<file path="config.mk">
export PLATFORM = sky130hd
export DESIGN_NAME = tls_setpoints
export DESIGN_NICKNAME = d
export VERILOG_FILES = /design/src/hw/tls_setpoints.v
export VERILOG_INCLUDE_DIRS = /design/src /design/src/inc
export SDC_FILE = /design/constraint.sdc
export NUM_CORES = 1
export LEC_CHECK = 0
export BUFFER_PORTS_ARGS = -buffer_cell sky130_fd_sc_hd__buf_4
export CAP_MARGIN = 25
export CELL_PAD_IN_SITES_DETAIL_PLACEMENT = 0
export CELL_PAD_IN_SITES_GLOBAL_PLACEMENT = 1
export CORE_MARGIN = 2
export CORE_UTILIZATION = 47
export DETAILED_ROUTE_END_ITERATION = 6
export GPL_ROUTABILITY_DRIVEN = 0
export HOLD_SLACK_MARGIN = 0.1
export MAX_ROUTING_LAYER = met4
export PLACE_DENSITY_LB_ADDON = 0.1
export SYNTH_ARGS = -nofsm -noshare
export SYNTH_HDL_FRONTEND = slang
export SYNTH_SLANG_ARGS = --single-unit
</file>
<file path="constraint.sdc">
create_clock -name clk -period 4.25 [get_ports clk]
set_clock_uncertainty 0.15 [all_clocks]
set_input_delay 1.0625 -clock clk [delete_from_list [all_inputs] [get_ports clk]]
set_output_delay 1.0625 -clock clk [all_outputs]
set_load 0.01 [all_outputs]
</file>
<file path="src/inc/tls_consts.vh">
`ifndef TLS_CONSTS_VH
`define TLS_CONSTS_VH
// register addresses as seen through the pointer
`define TLS_ADDR_HIGH_UP 8'h04
`define TLS_ADDR_HIGH_LO 8'h05
`define TLS_ADDR_LOW_UP 8'h06
`define TLS_ADDR_LOW_LO 8'h07
`define TLS_ADDR_CRIT_UP 8'h08
`define TLS_ADDR_CRIT_LO 8'h09
`define TLS_ADDR_HYST 8'h0a
`define TLS_ADDR_IDENT 8'h0b
// power-up values
`define TLS_RST_HIGH_UP 8'h20
`define TLS_RST_HIGH_LO 8'h00
`define TLS_RST_LOW_UP 8'h05
`define TLS_RST_LOW_LO 8'h00
`define TLS_RST_CRIT_UP 8'h49
`define TLS_RST_CRIT_LO 8'h80
`define TLS_RST_HYST 4'h5
`define TLS_RST_PTR 8'h00
`define TLS_ZERO_BYTE 8'h00
// hysteresis field: low four bits, unused bits read zero
`define TLS_HYST_MSB 3
`define TLS_HYST_UNUSED 4'h0
// one degree is 2^7 counts of the 16-bit result
`define TLS_HYST_SHIFT 7
`define TLS_HYST_PAD 6
// identification fields
`define TLS_MAKER_W 5
`define TLS_REV_W 3
// condition indices
`define TLS_COND_HIGH 0
`define TLS_COND_LOW 1
`define TLS_COND_CRIT 2
`define TLS_COND_N 3
// fault queue counter
`define TLS_FQ_W 2
`define TLS_FQ_ZERO 2'h0
`define TLS_FQ_ONE 2'h1
`endif

</file>
<file path="src/hw/tls_setpoints.v">
`timescale 1ns/1ps
`default_nettype none
`include "tls_consts.vh"

module tls_setpoints #(
  parameter [`TLS_MAKER_W-1:0] MAKER_CODE = 5'h0a, // arbitrary value
  parameter [`TLS_REV_W-1:0] SILICON_REVISION_CODE = 3'h1 // arbitrary value
) (
  // clock, reset, enable
  input wire clk,
  input wire reset,
  input wire clkEnable,
  // byte register port from the serial engine
  input wire ptrLoad,
  input wire [7:0] ptrData,
  input wire wrStrobe,
  input wire [7:0] wrData,
  input wire rdStrobe,
  output reg [7:0] rdData,
  output reg rdValid,
  // conversion result
  input wire tempLoad,
  input wire [15:0] tempValue,
  // configuration and status bits
  input wire alarmBehaviourSelect,
  input wire [1:0] faultQueueSetting,
  input wire alarmPolarity,
  input wire criticalPolarity,
  input wire statusRead,
  output wire [2:0] statusFlags,
  // open-drain alarm pins
  output reg alarmOut,
  output reg alarmOutEn,
  output reg criticalOut,
  output reg criticalOutEn
);

  // register pointer and the lock that drops extra written bytes
  reg [7:0] regPointer;
  reg writeLocked;
  // stored limits, upper and lower bytes
  reg [7:0] highLimitUpper;
  reg [7:0] highLimitLower;
  reg [7:0] lowLimitUpper;
  reg [7:0] lowLimitLower;
  reg [7:0] criticalLimitUpper;
  reg [7:0] criticalLimitLower;
  // hysteresis in whole degrees
  reg [`TLS_HYST_MSB:0] hysteresisValue;

  // true for the upper byte of a limit pair
  function isUpper;
    input [7:0] addr;
    begin
      isUpper = (addr == `TLS_ADDR_HIGH_UP) ||
                (addr == `TLS_ADDR_LOW_UP) ||
                (addr == `TLS_ADDR_CRIT_UP);
    end
  endfunction

  // read multiplexer by pointer value
  function [7:0] readMux;
    input [7:0] addr;
    begin
      if (addr == `TLS_ADDR_HIGH_UP)
      begin
        readMux = highLimitUpper;
      end
      else if (addr == `TLS_ADDR_HIGH_LO)
      begin
        readMux = highLimitLower;
      end
      else if (addr == `TLS_ADDR_LOW_UP)
      begin
        readMux = lowLimitUpper;
      end
      else if (addr == `TLS_ADDR_LOW_LO)
      begin
        readMux = lowLimitLower;
      end
      else if (addr == `TLS_ADDR_CRIT_UP)
      begin
        readMux = criticalLimitUpper;
      end
      else if (addr == `TLS_ADDR_CRIT_LO)
      begin
        readMux = criticalLimitLower;
      end
      else if (addr == `TLS_ADDR_HYST)
      begin
        // unused top bits read back zero
        readMux = {`TLS_HYST_UNUSED, hysteresisValue};
      end
      else if (addr == `TLS_ADDR_IDENT)
      begin
        // fixed value, never written
        readMux = {MAKER_CODE, SILICON_REVISION_CODE};
      end
      else
      begin
        // unmapped address answers zero
        readMux = `TLS_ZERO_BYTE;
      end
    end
  endfunction

  // pointer, writes and reads share one process so the
  // pointer has a single owner
  always @(posedge clk or posedge reset)
  begin
    if (reset)
    begin
      regPointer <= `TLS_RST_PTR;
      writeLocked <= 1'b0;
      rdData <= `TLS_ZERO_BYTE;
      rdValid <= 1'b0;
      highLimitUpper <= `TLS_RST_HIGH_UP;
      highLimitLower <= `TLS_RST_HIGH_LO;
      lowLimitUpper <= `TLS_RST_LOW_UP;
      lowLimitLower <= `TLS_RST_LOW_LO;
      criticalLimitUpper <= `TLS_RST_CRIT_UP;
      criticalLimitLower <= `TLS_RST_CRIT_LO;
      hysteresisValue <= `TLS_RST_HYST;
    end
    else if (clkEnable)
    begin
      // read answer lasts one cycle
      rdValid <= 1'b0;
      if (ptrLoad)
      begin
        // new pointer reopens writing
        regPointer <= ptrData;
        writeLocked <= 1'b0;
      end
      else if (wrStrobe)
      begin
        if (!writeLocked)
        begin
          // address decode for stores
          if (regPointer == `TLS_ADDR_HIGH_UP)
          begin
            highLimitUpper <= wrData;
          end
          else if (regPointer == `TLS_ADDR_HIGH_LO)
          begin
            highLimitLower <= wrData;
          end
          else if (regPointer == `TLS_ADDR_LOW_UP)
          begin
            lowLimitUpper <= wrData;
          end
          else if (regPointer == `TLS_ADDR_LOW_LO)
          begin
            lowLimitLower <= wrData;
          end
          else if (regPointer == `TLS_ADDR_CRIT_UP)
          begin
            criticalLimitUpper <= wrData;
          end
          else if (regPointer == `TLS_ADDR_CRIT_LO)
          begin
            criticalLimitLower <= wrData;
          end
          else if (regPointer == `TLS_ADDR_HYST)
          begin
            // only the low four bits are kept
            hysteresisValue <= wrData[`TLS_HYST_MSB:0];
          end
          // upper byte steps to its lower byte, else lock
          if (isUpper(regPointer))
          begin
            regPointer <= regPointer + 8'h01;
          end
          else
          begin
            writeLocked <= 1'b1;
          end
        end
      end
      else if (rdStrobe)
      begin
        // upper byte first, then pointer moves to lower
        rdData <= readMux(regPointer);
        rdValid <= 1'b1;
        if (isUpper(regPointer))
        begin
          regPointer <= regPointer + 8'h01;
        end
      end
    end
  end

  // signed views, one bit wider to keep the hysteresis sum exact
  wire [16:0] tempExt = {tempValue[15], tempValue};
  wire [16:0] highExt = {highLimitUpper[7], highLimitUpper, highLimitLower};
  wire [16:0] lowExt = {lowLimitUpper[7], lowLimitUpper, lowLimitLower};
  wire [16:0] critExt = {criticalLimitUpper[7], criticalLimitUpper, criticalLimitLower};
  // hysteresis scaled from degrees to result counts
  wire [16:0] hystExt = {{`TLS_HYST_PAD{1'b0}}, hysteresisValue, {`TLS_HYST_SHIFT{1'b0}}};
  // thresholds at which a condition ends
  wire [16:0] highEnd = highExt - hystExt;
  wire [16:0] lowEnd = lowExt + hystExt;
  wire [16:0] critEnd = critExt - hystExt;

  // limit faults on the present result
  wire [`TLS_COND_N-1:0] faultNow;
  assign faultNow[`TLS_COND_HIGH] = $signed(tempExt) > $signed(highExt);
  assign faultNow[`TLS_COND_LOW] = $signed(tempExt) < $signed(lowExt);
  assign faultNow[`TLS_COND_CRIT] = $signed(tempExt) > $signed(critExt);
  // return past the hysteresis-adjusted limit
  wire [`TLS_COND_N-1:0] endNow;
  assign endNow[`TLS_COND_HIGH] = $signed(tempExt) < $signed(highEnd);
  assign endNow[`TLS_COND_LOW] = $signed(tempExt) > $signed(lowEnd);
  assign endNow[`TLS_COND_CRIT] = $signed(tempExt) < $signed(critEnd);

  // per-condition pin request, chosen by the mode bit
  wire [`TLS_COND_N-1:0] pinRequest;

  // one tracker per condition: fault queue, active state,
  // sticky status flag and event latch
  genvar i;
  generate
    for (i = 0; i < `TLS_COND_N; i = i + 1)
    begin : gCond
      reg [`TLS_FQ_W-1:0] faultCount; // consecutive faults so far
      reg active; // condition present, hysteresis applied
      reg flag; // sticky status bit
      reg eventPending; // event-mode latch
      // queue full on this result
      wire trip = tempLoad && faultNow[i] && (faultCount == faultQueueSetting);
      // condition ends on this result
      wire condEnd = tempLoad && active && endNow[i];

      // queue count advances on faults until full, holds on a trip, restarts otherwise
      always @(posedge clk or posedge reset)
      begin
        if (reset)
        begin
          faultCount <= `TLS_FQ_ZERO;
          active <= 1'b0;
        end
        else if (clkEnable && tempLoad)
        begin
          if (!faultNow[i])
          begin
            // broken run restarts the queue
            faultCount <= `TLS_FQ_ZERO;
          end
          else if (!trip)
          begin
            faultCount <= faultCount + `TLS_FQ_ONE;
          end
          if (trip)
          begin
            active <= 1'b1;
          end
          else if (condEnd)
          begin
            active <= 1'b0;
          end
        end
      end

      // sticky flag and event latch; a set beats a clear
      always @(posedge clk or posedge reset)
      begin
        if (reset)
        begin
          flag <= 1'b0;
          eventPending <= 1'b0;
        end
        else if (clkEnable)
        begin
          if (trip)
          begin
            flag <= 1'b1;
          end
          else if (statusRead || condEnd)
          begin
            flag <= 1'b0;
          end
          if (trip && !active)
          begin
            // new event latches until status is read
            eventPending <= 1'b1;
          end
          else if (statusRead)
          begin
            eventPending <= 1'b0;
          end
        end
      end

      assign statusFlags[i] = flag;
      // comparator follows the state, event mode the latch
      assign pinRequest[i] = alarmBehaviourSelect ? active : eventPending;
    end
  endgenerate

  // general alarm: high or low; critical pin: critical only
  wire alarmAsserted = pinRequest[`TLS_COND_HIGH] | pinRequest[`TLS_COND_LOW];
  wire criticalAsserted = pinRequest[`TLS_COND_CRIT];

  // open-drain drivers: pull low when the pin's level must be low
  always @(posedge clk or posedge reset)
  begin
    if (reset)
    begin
      alarmOut <= 1'b0;
      alarmOutEn <= 1'b0;
      criticalOut <= 1'b0;
      criticalOutEn <= 1'b0;
    end
    else if (clkEnable)
    begin
      // pin value is always low, only the enable moves
      alarmOut <= 1'b0;
      criticalOut <= 1'b0;
      alarmOutEn <= alarmAsserted ^ alarmPolarity;
      criticalOutEn <= criticalAsserted ^ criticalPolarity;
    end
  end

endmodule
`default_nettype wire

</file>
=== Yosys cells after proc, flatten, opt, wreduce, memory -nomap -nowiden ===
Index checks and enable logic that the tools add are counted.
W data, S select, Z words.

* Register bits: 87
* Bits in latches: 0
* RAM bits: 0
* ROM bits: 0
* Word-level logic and storage cells: 167
* Memories: 0

* $add $sub $neg: 7
* Multipliers: 0
* Div/mod/pow operators: 0
* Magnitude comparators: 6
* Equality and inequality tests: 15
* Shift-type cells: 0
* Multiplexer cells: 45
* Bitwise gates (word level): 12
* Reductions and logical operators: 57

{| class="wikitable"
|+ Operator list
! operator !! number
|-
| $mux W8 || 11
|-
| $lt A16 B17 Y1 || 2
|-
| $sub A16 B12 Y17 || 2
|-
| $eq A8 B3 Y1 const B || 4
|-
| $eq A8 B4 Y1 const B || 4
|-
| $gt A16 B16 Y1 || 2
|-
| $mux W1 || 26
|-
| $reduce_and A2 Y1 || 13
|-
| $reduce_bool A2 Y1 || 10
|-
| $add A16 B12 Y17 || 1
|-
| $gt A16 B17 Y1 || 1
|-
| $logic_and A1 B1 Y1 || 16
|-
| $lt A16 B16 Y1 || 1
|-
| $mux W7 || 2
|-
| $mux W2 || 6
|-
| $reduce_and A11 Y1 || 1
|-
| $reduce_and A10 Y1 || 1
|-
| $not A1 Y1 || 9
|-
| $reduce_and A9 Y1 || 1
|-
| $add A8 B1 Y8 const B || 1
|-
| $reduce_and A8 Y1 || 1
|-
| $reduce_and A7 Y1 || 1
|-
| $add A2 B1 Y2 const B || 3
|-
| $eq A2 B2 Y1 || 3
|-
| 11 further kinds || 20
|}

=== Longest topological paths before layout ===
Gate-level depths: netlist (run 1).

* Depth after elaboration: 9
* Depth in mapped cells: 16
* Gate-level depth less buffers: 16

=== Worst setup path after synthesis (run 1) ===
OpenSTA, ideal clock, no wires.

* Path kind: register -> register
* Start point: register hysteresisValue[1]
* End point: register gCond[0].active
* Library setup time: 151 ps
* Arrival time: 3304 ps
* Data required time: 3949 ps
* Path slack: 645 ps
* Stages on the path, launching flop included: 14
* Path buffers: 0
* Period minus slack after synthesis: 3605 ps
* Cells stage by stage: dfrtp_1 > inv_1 > ha_1 > a21o_1 > a21o_1 > a211oi_1 > nand3_1 > xnor2_1 > ha_1 > a21o_1 > a2111oi_0 > a21oi_1 > a2111oi_0 > o22ai_1

* Word-level cells in the longest chain between the ends: 5

{| class="wikitable"
|+ RTL lines
! what !! RTL line !! text
|-
| from (decl) || tls_setpoints.v:49 || <nowiki>reg [`TLS_HYST_MSB:0] hysteresisValue;</nowiki>
|-
| from (signal assigned) || tls_setpoints.v:123 || <nowiki>hysteresisValue <= `TLS_RST_HYST;</nowiki>
|-
| from (signal assigned) || tls_setpoints.v:167 || <nowiki>hysteresisValue <= wrData[`TLS_HYST_MSB:0];</nowiki>
|-
| $sub A16 B12 Y17 || tls_setpoints.v:201 || <nowiki>wire [16:0] highEnd = highExt - hystExt;</nowiki>
|-
| $lt A16 B17 Y1 || tls_setpoints.v:212 || <nowiki>assign endNow[`TLS_COND_HIGH] = $signed(tempExt) < $signed(highEnd);</nowiki>
|-
| $logic_and A1 B1 Y1 || tls_setpoints.v:232 || <nowiki>wire condEnd = tempLoad && active && endNow[i];</nowiki>
|-
| $reduce_bool A2 Y1 (no source line) || -- ||
|-
| $reduce_and A2 Y1 (no source line) || -- ||
|-
| to (signal assigned) || tls_setpoints.v:240 || <nowiki>active <= 1'b0;</nowiki>
|-
| to (signal assigned) || tls_setpoints.v:255 || <nowiki>active <= 1'b1;</nowiki>
|-
| to (signal assigned) || tls_setpoints.v:259 || <nowiki>active <= 1'b0;</nowiki>
|-
| to (decl) || tls_setpoints.v:226 || <nowiki>reg active;</nowiki>
|}

Every way passes these cells.
A chain may end at the register's enable or synchronous reset.

=== Worst setup path after layout (run 1) ===
* Start point: register highLimitUpper[0]
* End point: register gCond[0].active

* Word-level cells in the longest chain between the ends: 5

{| class="wikitable"
|+ RTL lines
! what !! RTL line !! text
|-
| from (decl) || tls_setpoints.v:42 || <nowiki>reg [7:0] highLimitUpper;</nowiki>
|-
| from (signal assigned) || tls_setpoints.v:117 || <nowiki>highLimitUpper <= `TLS_RST_HIGH_UP;</nowiki>
|-
| from (signal assigned) || tls_setpoints.v:142 || <nowiki>highLimitUpper <= wrData;</nowiki>
|-
| $sub A16 B12 Y17 or $gt A16 B16 Y1 (tied branches) || tls_setpoints.v:201, tls_setpoints.v:207 ||
|-
| $lt A16 B17 Y1 or $logic_and A1 B1 Y1 (tied branches) || tls_setpoints.v:212, tls_setpoints.v:230 ||
|-
| $logic_and A1 B1 Y1, on equally long branches || tls_setpoints.v:232, tls_setpoints.v:230 ||
|-
| $reduce_bool A2 Y1 (no source line) || -- ||
|-
| $reduce_and A2 Y1 (no source line) || -- ||
|}

Parallel ways exist; a longest one is shown, timed or not.

==> qor.csv, run 1 <==
metric,value,unit
RSZ-0062 raised after global routing,no,
row cnt,44,
"most used cell, CP",a21o_1,
Post-CTS Setup Inserts,0,
Critical Path Start Type,flop,
fin crit share,93.72,%
Max-slew headroom,33.95,%
prevailing post-synth register cell,dfrtp_1,
run status,completed,
Peak supply drop,0.2033,mV
die area,15940,um2
CP arrival,4.04,ns
n_diodes,0,
initial antenna violation count,0,
die span in x,126.3,um
LEAKAGE,0.003513,uW
Post-synth EDFFs,0,
CTS tree,built,
Slew Limit Fails,0,
area of the core,14590,um2
vias in the first global route,6010,
final wirelength,20640,um
PD cells,311.6,nW/um2
CP endpoint kind,flop,
die height,126.3,um
Cells after Synth,764,
CTS Sinks,87,
clk slew on worst S/H paths,0.07,ns
most frequent cells in the layout,"ha_1 (94), dfrtp_1 (78), inv_1 (64), buf_4 (64), nand2_1 (62)",
share of cells above drive strength 1,19.15,%
DR vias/cell,5.970,
DRT iter0 DRCs,384,
I/O pin cnt,61,
Layout area overhead,12.43,%
htree depth,3,
GRT Resource Usage Total,27.05,%
Inserted Clock Buffers,9,
final hold viol count,0,
cells along the critical path,ha_1 -> a21o_1 -> a21o_1 -> a211oi_1 -> nand3_1 -> xnor2_1 -> ha_1 -> a21o_1 -> a2111oi_0 -> a21oi_1 -> a2111oi_0 -> o22ai_1,
Total Power,2462,uW
"commonest non-fill, non-tap cell in the layout",ha_1,
syn_area_per_cell,9.197,um2
fin util,54.15,%
largest net degree at the start of global routing,32,
Hold Path Class,flop to flop,
Crit path largest cell delay,0.54,ns
post-CTS sizing,0,
Final ANT Viol Nets,0,
Port Buffers,58,
Synth area leaders,"dfrtp_1 (28%), ha_1 (17%), mux2_2 (7.7%)",
critical path's slowest cell,a2111oi_0,
maximum clock rate,251.1,MHz
largest driver fanout on the critical path,5,
Post-synth ARST share,100.0,%
Tightest Pin Transition,0.9907,ns
number of max-cap violations,0,
post-layout min period,3.983,ns
number of synthesized register bits,87,
hold_buf cts,0,
CTS root buffer,clkbuf_16,
routed len/inst,20.55,um
Sum Neg Setup Slack,0,ns
CP required,4.31,ns
grt ovf,0,
via count,5994,
Synth area leader,dfrtp_1,
Post-DP HPWL,16430,um
Pre-antenna DRT Iters,5,
post-synth top area share,27.78,%
Syn Std Cell Area,7027,um2
NumNets Final,957,
Cell Count Post-Placement,988,
# DRC,0,
Setup-failing EPs final,0,
initial core utilization,48.16,%
synth warn,0,
"Seq/Total Area, Yosys",31.14,%
Cell variety after synth,75,
clock latency on the worst-skew pair,0.36,ns
global-route wire length before repair,32220,um
Crit Path Class,flop to flop,
CTS max path bufs,2,
final non-filler cell total,1004,
kinds of logic (layout without fill, tap and decap cells):
| group | count (synthesis) | after routing | synth area share, % |
|---|---|---|---|
| simple gates | 224 | 224 | 16.93 |
| compound gates | 185 | 185 | 17.15 |
| fa+ha+maj | 97 | 97 | 17.59 |
| buf+inv | 91 | 146 | 5.502 |
| flops | 87 | 87 | 31.14 |
| mux | 52 | 52 | 8.262 |
| xor+xnor | 27 | 27 | 3.365 |
| other cells | 1 | 2 | 0.05337 |
worst max-delay path: cells and delay by family (launching register included):
kind | cells | cell delay, ns
AOI/OAI and AO/OA | 8 | 2.31
xor gates and xnor gates | 1 | 0.15
adders and majority gates | 2 | 0.62
DFF | 1 | 0.45
and+or+nand+nor | 1 | 0.15
stage by stage:
step	worst slack [ns]	hold WS, ns	area (um2)
floorplan	0.6447	0.3000	7030
global placement	0.4969	0.3171	7604
detailed placement	0.4197	0.3223	7604
CTS	0.3643	0.3381	7900
global route	0.05951	0.3612	7900
finish	0.2670	0.3372	7900
final cells by class:
| class | instances | area, um2 |
|---|---|---|
| clock buffer | 10 | 229.0 |
| timing repair buffer | 64 | 480.5 |
| multi-input combinational | 587 | 4456 |
| inverter | 66 | 249.0 |
| clock inverter | 6 | 67.56 |
| sequential | 87 | 2188 |
| tap | 184 | 230.2 |
| fill | 1388 | 6689 |
power breakdown:
part	total (uW)	leakage, uW	internal [uW]	switching [uW]
logic	627	0.00226	279	348
registers	1010	0.00111	912	99.2
clock network	823	0.000139	459	364
total	2460	0.00351	1650	811
flip-flops by register name (all words and copies together), names as in the netlist, 3 cells and up:
name / count
lowLimitLower: 8
regPointer: 8
lowLimitUpper: 8
highLimitLower: 8
hysteresisValue: 4
criticalLimitUpper: 8
gCond.flag: 3
gCond.eventPending: 3
rdData: 8
highLimitUpper: 8
criticalLimitLower: 8
gCond.active: 3
gCond.faultCount: 6
synth_stat cells (all sizes together) (12+ instances only):
library cell / count
a21oi: 56
clkbuf: 14
nand2: 68
ha: 94
o21ai: 38
dfrtp: 78
nor3: 18
nor2: 40
a21o: 12
nand4: 19
xnor2: 25
mux2: 48
inv: 65
nand3: 22
nor2b: 19
final timing paths:
kind	startpoint	to	slack (ns)	depth (start not counted)
worst max-delay path	highLimitUpper[0]	gCond[0].active	0.27	12
worst min-delay path	rdData[4]	rdData[4]	0.34	1
worst max register to register	highLimitUpper[0]	gCond[0].active	0.27	12
worst min register to register	rdData[4]	rdData[4]	0.34	1
max in group asynchronous	reset	highLimitUpper[5]	2.52	3
min in group asynchronous	reset	lowLimitLower[6]	0.58	2
layer usage:
layer	wire [um]	global-route usage, %	part of all wire (%)	vias to the layer above
met4	707	10.41	3.4	0
li1	-	-	-	2885
met5	0	-	0	-
met2	10100	45.07	49	161
met1	8981	33.03	44	2906
met3	853	4.333	4.1	42
(Power assumes the default switching activity.)
==> run 2: changes to the inputs <==
- clock period: 4.25 -> 4.3 ns (I/O delays scaled with it)
==> qor.csv, run 2 (same netlist as run 1, synthesis figures left out) <==
metric,value,unit
Slew Limit Fails,0,
Layout area overhead,12.71,%
Post-DP HPWL,16570,um
row cnt,44,
run status,completed,
PD cells,316.2,nW/um2
"commonest non-fill, non-tap cell in the layout",ha_1,
"most used cell, CP",a21o_1,
die height,126.3,um
post-layout min period,3.854,ns
Pre-antenna DRT Iters,5,
I/O pin cnt,61,
critical path's slowest cell,a2111oi_0,
Cell Count Post-Placement,987,
CTS Sinks,87,
initial core utilization,48.16,%
final wirelength,20720,um
via count,6043,
# DRC,0,
CP endpoint kind,flop,
Tightest Pin Transition,0.9687,ns
CTS max path bufs,2,
fin crit share,89.63,%
grt ovf,0,
final non-filler cell total,1003,
largest net degree at the start of global routing,35,
hold_buf cts,0,
clk slew on worst S/H paths,0.07,ns
area of the core,14590,um2
htree depth,3,
CP required,4.37,ns
routed len/inst,20.66,um
vias in the first global route,5985,
final hold viol count,0,
die area,15940,um2
Port Buffers,58,
die span in x,126.3,um
global-route wire length before repair,32640,um
maximum clock rate,259.5,MHz
CTS tree,built,
n_diodes,0,
DR vias/cell,6.025,
number of max-cap violations,0,
largest driver fanout on the critical path,4,
area taken by multi-input logic gates,4456,um2
Crit path largest cell delay,0.54,ns
RSZ-0062 raised after global routing,no,
post-CTS sizing,0,
Setup-failing EPs final,0,
cells along the critical path,inv_1 -> ha_1 -> a21o_1 -> a21o_1 -> a211oi_1 -> nand3_1 -> xnor2_1 -> ha_1 -> a21o_1 -> a2111oi_0 -> a21oi_1 -> a2111oi_0 -> o22ai_1,
CP arrival,3.92,ns
LEAKAGE,0.003526,uW
CTS root buffer,clkbuf_16,
share of cells above drive strength 1,19.05,%
post-layout instance area,7920,um2
Inserted Clock Buffers,9,
Crit Path Class,flop to flop,
Peak supply drop,0.1870,mV
Max-slew headroom,35.42,%
most frequent cells in the layout,"ha_1 (94), dfrtp_1 (78), inv_1 (64), buf_4 (63), nand2_1 (62)",
Sum Neg Setup Slack,0,ns
Hold Path Class,flop to flop,
DRT iter0 DRCs,340,
clock latency on the worst-skew pair,0.35,ns
Critical Path Start Type,flop,
GRT Resource Usage Total,27.25,%
# fillers,1361,
Post-CTS Setup Inserts,0,
FF+latch area,2188,um2
initial antenna violation count,0,
Final ANT Viol Nets,0,
NumNets Final,956,
DP Area,7596,um2
## run 2: cell types whose count changed in the layout (fill, tap and decap cells not counted)
cell / previous run / this run
buf_4: 64 / 63
bufinv_16: 1 / 2
inv_6: 2 / 1
clkinv_2: 2 / 1
clkinvlp_4: 2 / 0
clkinv_4: 0 / 3
## run 2: layout make-up
type / count / area share (%)
Clock buffer: 10 / 2.891
Clock inverter: 6 / 1.201
Inverter: 66 / 3.144
Multi-Input combinational cell: 587 / 56.26
Sequential cell: 87 / 27.63
Tap cell: 184 / 2.907
Timing Repair Buffer: 63 / 5.972
## run 2: power by group
| part | total (uW) | switching, uW | leakage, uW | internal (uW) |
|---|---|---|---|---|
| clock network | 882 | 367 | 0.000157 | 515 |
| logic | 619 | 344 | 0.00226 | 275 |
| registers | 1000 | 101 | 0.00111 | 902 |
| total | 2500 | 812 | 0.00353 | 1690 |
## run 2: worst max-delay path, delay by kind of cell (launching register included)
kind | cells | cell delay (ns)
xor gates and xnor gates | 1 | 0.15
and+or+nand+nor | 1 | 0.15
DFF | 1 | 0.43
AOI/OAI and AO/OA | 8 | 2.19
buffers and inverters | 1 | 0.08
adders and majority gates | 2 | 0.57
## run 2: final timing paths
path | startpoint | to | slack (ns) | depth (start not counted)
setup / recovery | hysteresisValue[1] | gCond[0].flag | 0.45 | 13
hold / removal | rdData[4] | rdData[4] | 0.33 | 1
setup reg to reg | hysteresisValue[1] | gCond[0].flag | 0.45 | 13
hold reg to reg | rdData[4] | rdData[4] | 0.33 | 1
max in group asynchronous | reset | highLimitUpper[5] | 2.54 | 3
min in group asynchronous | reset | regPointer[1] | 0.63 | 2
## run 2: routing by layer
layer  track usage [%]  part of all wire, %  wire length [um]  vias up
li1                  -                    -                 -     2895
met1             33.25                   43              8809     2879
met2             44.56                   48              9881      193
met3             3.738                  4.8               994       76
met4             13.25                  5.0              1032        0
met5                 -                    0                 0        -
## run 2: metrics by stage
stage | worst slack (ns) | hold slack (ns) | utilization, % | total power [uW]
floorplan | 0.6947 | 0.3000 | - | 1422
global placement | 0.5626 | 0.3162 | 52.07 | 1609
CTS | 0.4985 | 0.3385 | 54.29 | 2515
global route | 0.1223 | 0.3569 | 54.29 | 2632
finish | 0.4458 | 0.3338 | 54.29 | 2504
detailed placement | 0.5137 | 0.3227 | 52.07 | 1634
==> run 3: changes to the inputs <==
- clock period: 4.3 -> 4 ns (I/O delays scaled with it)
==> qor.csv, run 3 (same netlist as run 1, synthesis figures left out) <==
metric,value,unit
CTS max path bufs,2,
number of cells on the critical path,14,
Layout area overhead,13.03,%
Peak supply drop,0.2148,mV
hold_sp,rdData[6],
Worst Reg-to-Reg Cells,14,
# DRC,0,
# fillers,1349,
die height,126.3,um
Worst R2R Start,hysteresisValue[0],
number of max-cap violations,0,
GRT Resource Usage Total,27.38,%
final hold viol count,0,
Post-DP HPWL,16470,um
reg2reg setup slack,0.25,ns
via count,6077,
CP required,4.06,ns
RSZ-0062 raised after global routing,no,
Crit Path Class,flop to flop,
Setup-failing EPs final,0,
DRT iter0 DRCs,360,
grt ovf,0,
row cnt,44,
fin crit share,93.70,%
final wirelength,20620,um
Total Power,2657,uW
largest net degree at the start of global routing,37,
vias in the first global route,6105,
initial antenna violation count,0,
NumNets Final,958,
CTS root buffer,clkbuf_16,
area of the core,14590,um2
Tightest Pin Transition,0.9465,ns
most frequent cells in the layout,"ha_1 (94), dfrtp_1 (78), buf_4 (65), inv_1 (63), nand2_1 (62)",
die span in x,126.3,um
largest driver fanout on the critical path,5,
DR vias/cell,6.047,
CTS Sinks,87,
Final Hold Slack,0.3358,ns
die area,15940,um2
post-layout min period,3.748,ns
CP arrival,3.81,ns
crit path buf inv count,1,
Post-CTS Setup Inserts,0,
critical path's slowest cell,dfstp_2,
run status,completed,
Final ANT Viol Nets,0,
global-route wire length before repair,32940,um
CTS tree,built,
Inserted Clock Buffers,9,
"commonest non-fill, non-tap cell in the layout",ha_1,
Slew Limit Fails,0,
Critical Path Start Type,flop,
htree depth,3,
Hold Path Class,flop to flop,
final non-filler cell total,1005,
share of cells above drive strength 1,19.73,%
crit-path leading delay family,compound AO/OA/AOI/OAI gates,
initial core utilization,48.16,%
worst setup path startpoint,hysteresisValue[0],
I/O pin cnt,61,
Cell Count Post-Placement,989,
fin util,54.44,%
hold path depth,2,
cells along the critical path,ha_1 -> inv_1 -> fa_1 -> a21oi_1 -> nor2b_1 -> nor3_1 -> nor2_1 -> ha_1 -> a21o_1 -> a21oi_1 -> nor4b_1 -> o211ai_1 -> a2111oi_2 -> o22ai_1,
n_diodes,0,
Pre-antenna DRT Iters,5,
LEAKAGE,0.003532,uW
clock latency on the worst-skew pair,0.35,ns
maximum clock rate,266.8,MHz
Max-slew headroom,36.90,%
PD cells,334.5,nW/um2
clk slew on worst S/H paths,0.07,ns
Crit path largest cell delay,0.59,ns
CP endpoint kind,flop,
routed len/inst,20.52,um
Port Buffers,58,
## run 3: cell types whose count changed in the layout (fill, tap and decap cells not counted), moves of 2 or more
| cell | previous run | this run |
|---|---|---|
| a2111oi_0 | 3 | 1 |
| buf_4 | 63 | 65 |
| clkinv_4 | 3 | 1 |
| inv_8 | 0 | 2 |
## run 3: where the power goes
group | switching (uW) | internal, uW
clock network | 411 | 499
logic | 372 | 299
registers | 105 | 969
total | 889 | 1770
## run 3: stage by stage
| step | worst slack, ns | setup TNS (ns) | cell area, um2 |
|---|---|---|---|
| after floorplan | 0.3947 | 0 | 7030 |
| after global placement | 0.1063 | 0 | 7611 |
| after detailed placement | -0.05211 | -0.09852 | 7611 |
| after CTS | 0.05083 | 0 | 7928 |
| after global routing | 0.004967 | 0 | 7943 |
| final | 0.2520 | 0 | 7943 |
## run 3: layout make-up
class	instances	area, um2	share of cell area, %
sequential	87	2188	27.55
multi-input combinational	587	4476	56.35
clock buffer	9	225.2	2.836
tap	184	230.2	2.899
inverter	66	249.0	3.135
clock inverter	7	86.33	1.087
timing repair buffer	65	488.0	6.144
## run 3: routing by layer
metal / vias up / track usage, % / routed length (um)
met1: 2931 / 33.75 / 8886
met4: 0 / 12.99 / 981
met3: 63 / 3.059 / 884
met5: - / - / 0
met2: 194 / 45.03 / 9866
li1: 2889 / - / -
## run 3: worst register-to-register path, cell delays in order, from the launching register on
cell,delay (ns)
dfstp_2,0.59
ha_1,0.15
inv_1,0.06
fa_1,0.40
a21oi_1,0.16
nor2b_1,0.09
nor3_1,0.23
nor2_1,0.10
ha_1,0.31
a21o_1,0.19
a21oi_1,0.18
nor4b_1,0.27
o211ai_1,0.19
a2111oi_2,0.39
o22ai_1,0.14
## run 3: path summary, 6_finish.rpt
| check | endpoint |
|---|---|
| hold reg to reg | rdData[6] |
| setup / recovery | gCond[0].flag |
| min in group asynchronous | lowLimitLower[6] |
| setup reg to reg | gCond[0].flag |
| max in group asynchronous | criticalLimitUpper[3] |
| hold / removal | rdData[6] |
## run 3: repair_timing
action | CTS | global route
gates resized for setup | 1 | 5
hold buffers | 0 | 0
setup endpoints to repair | 2 | 2
endpoints found under the hold margin | 0 | 0
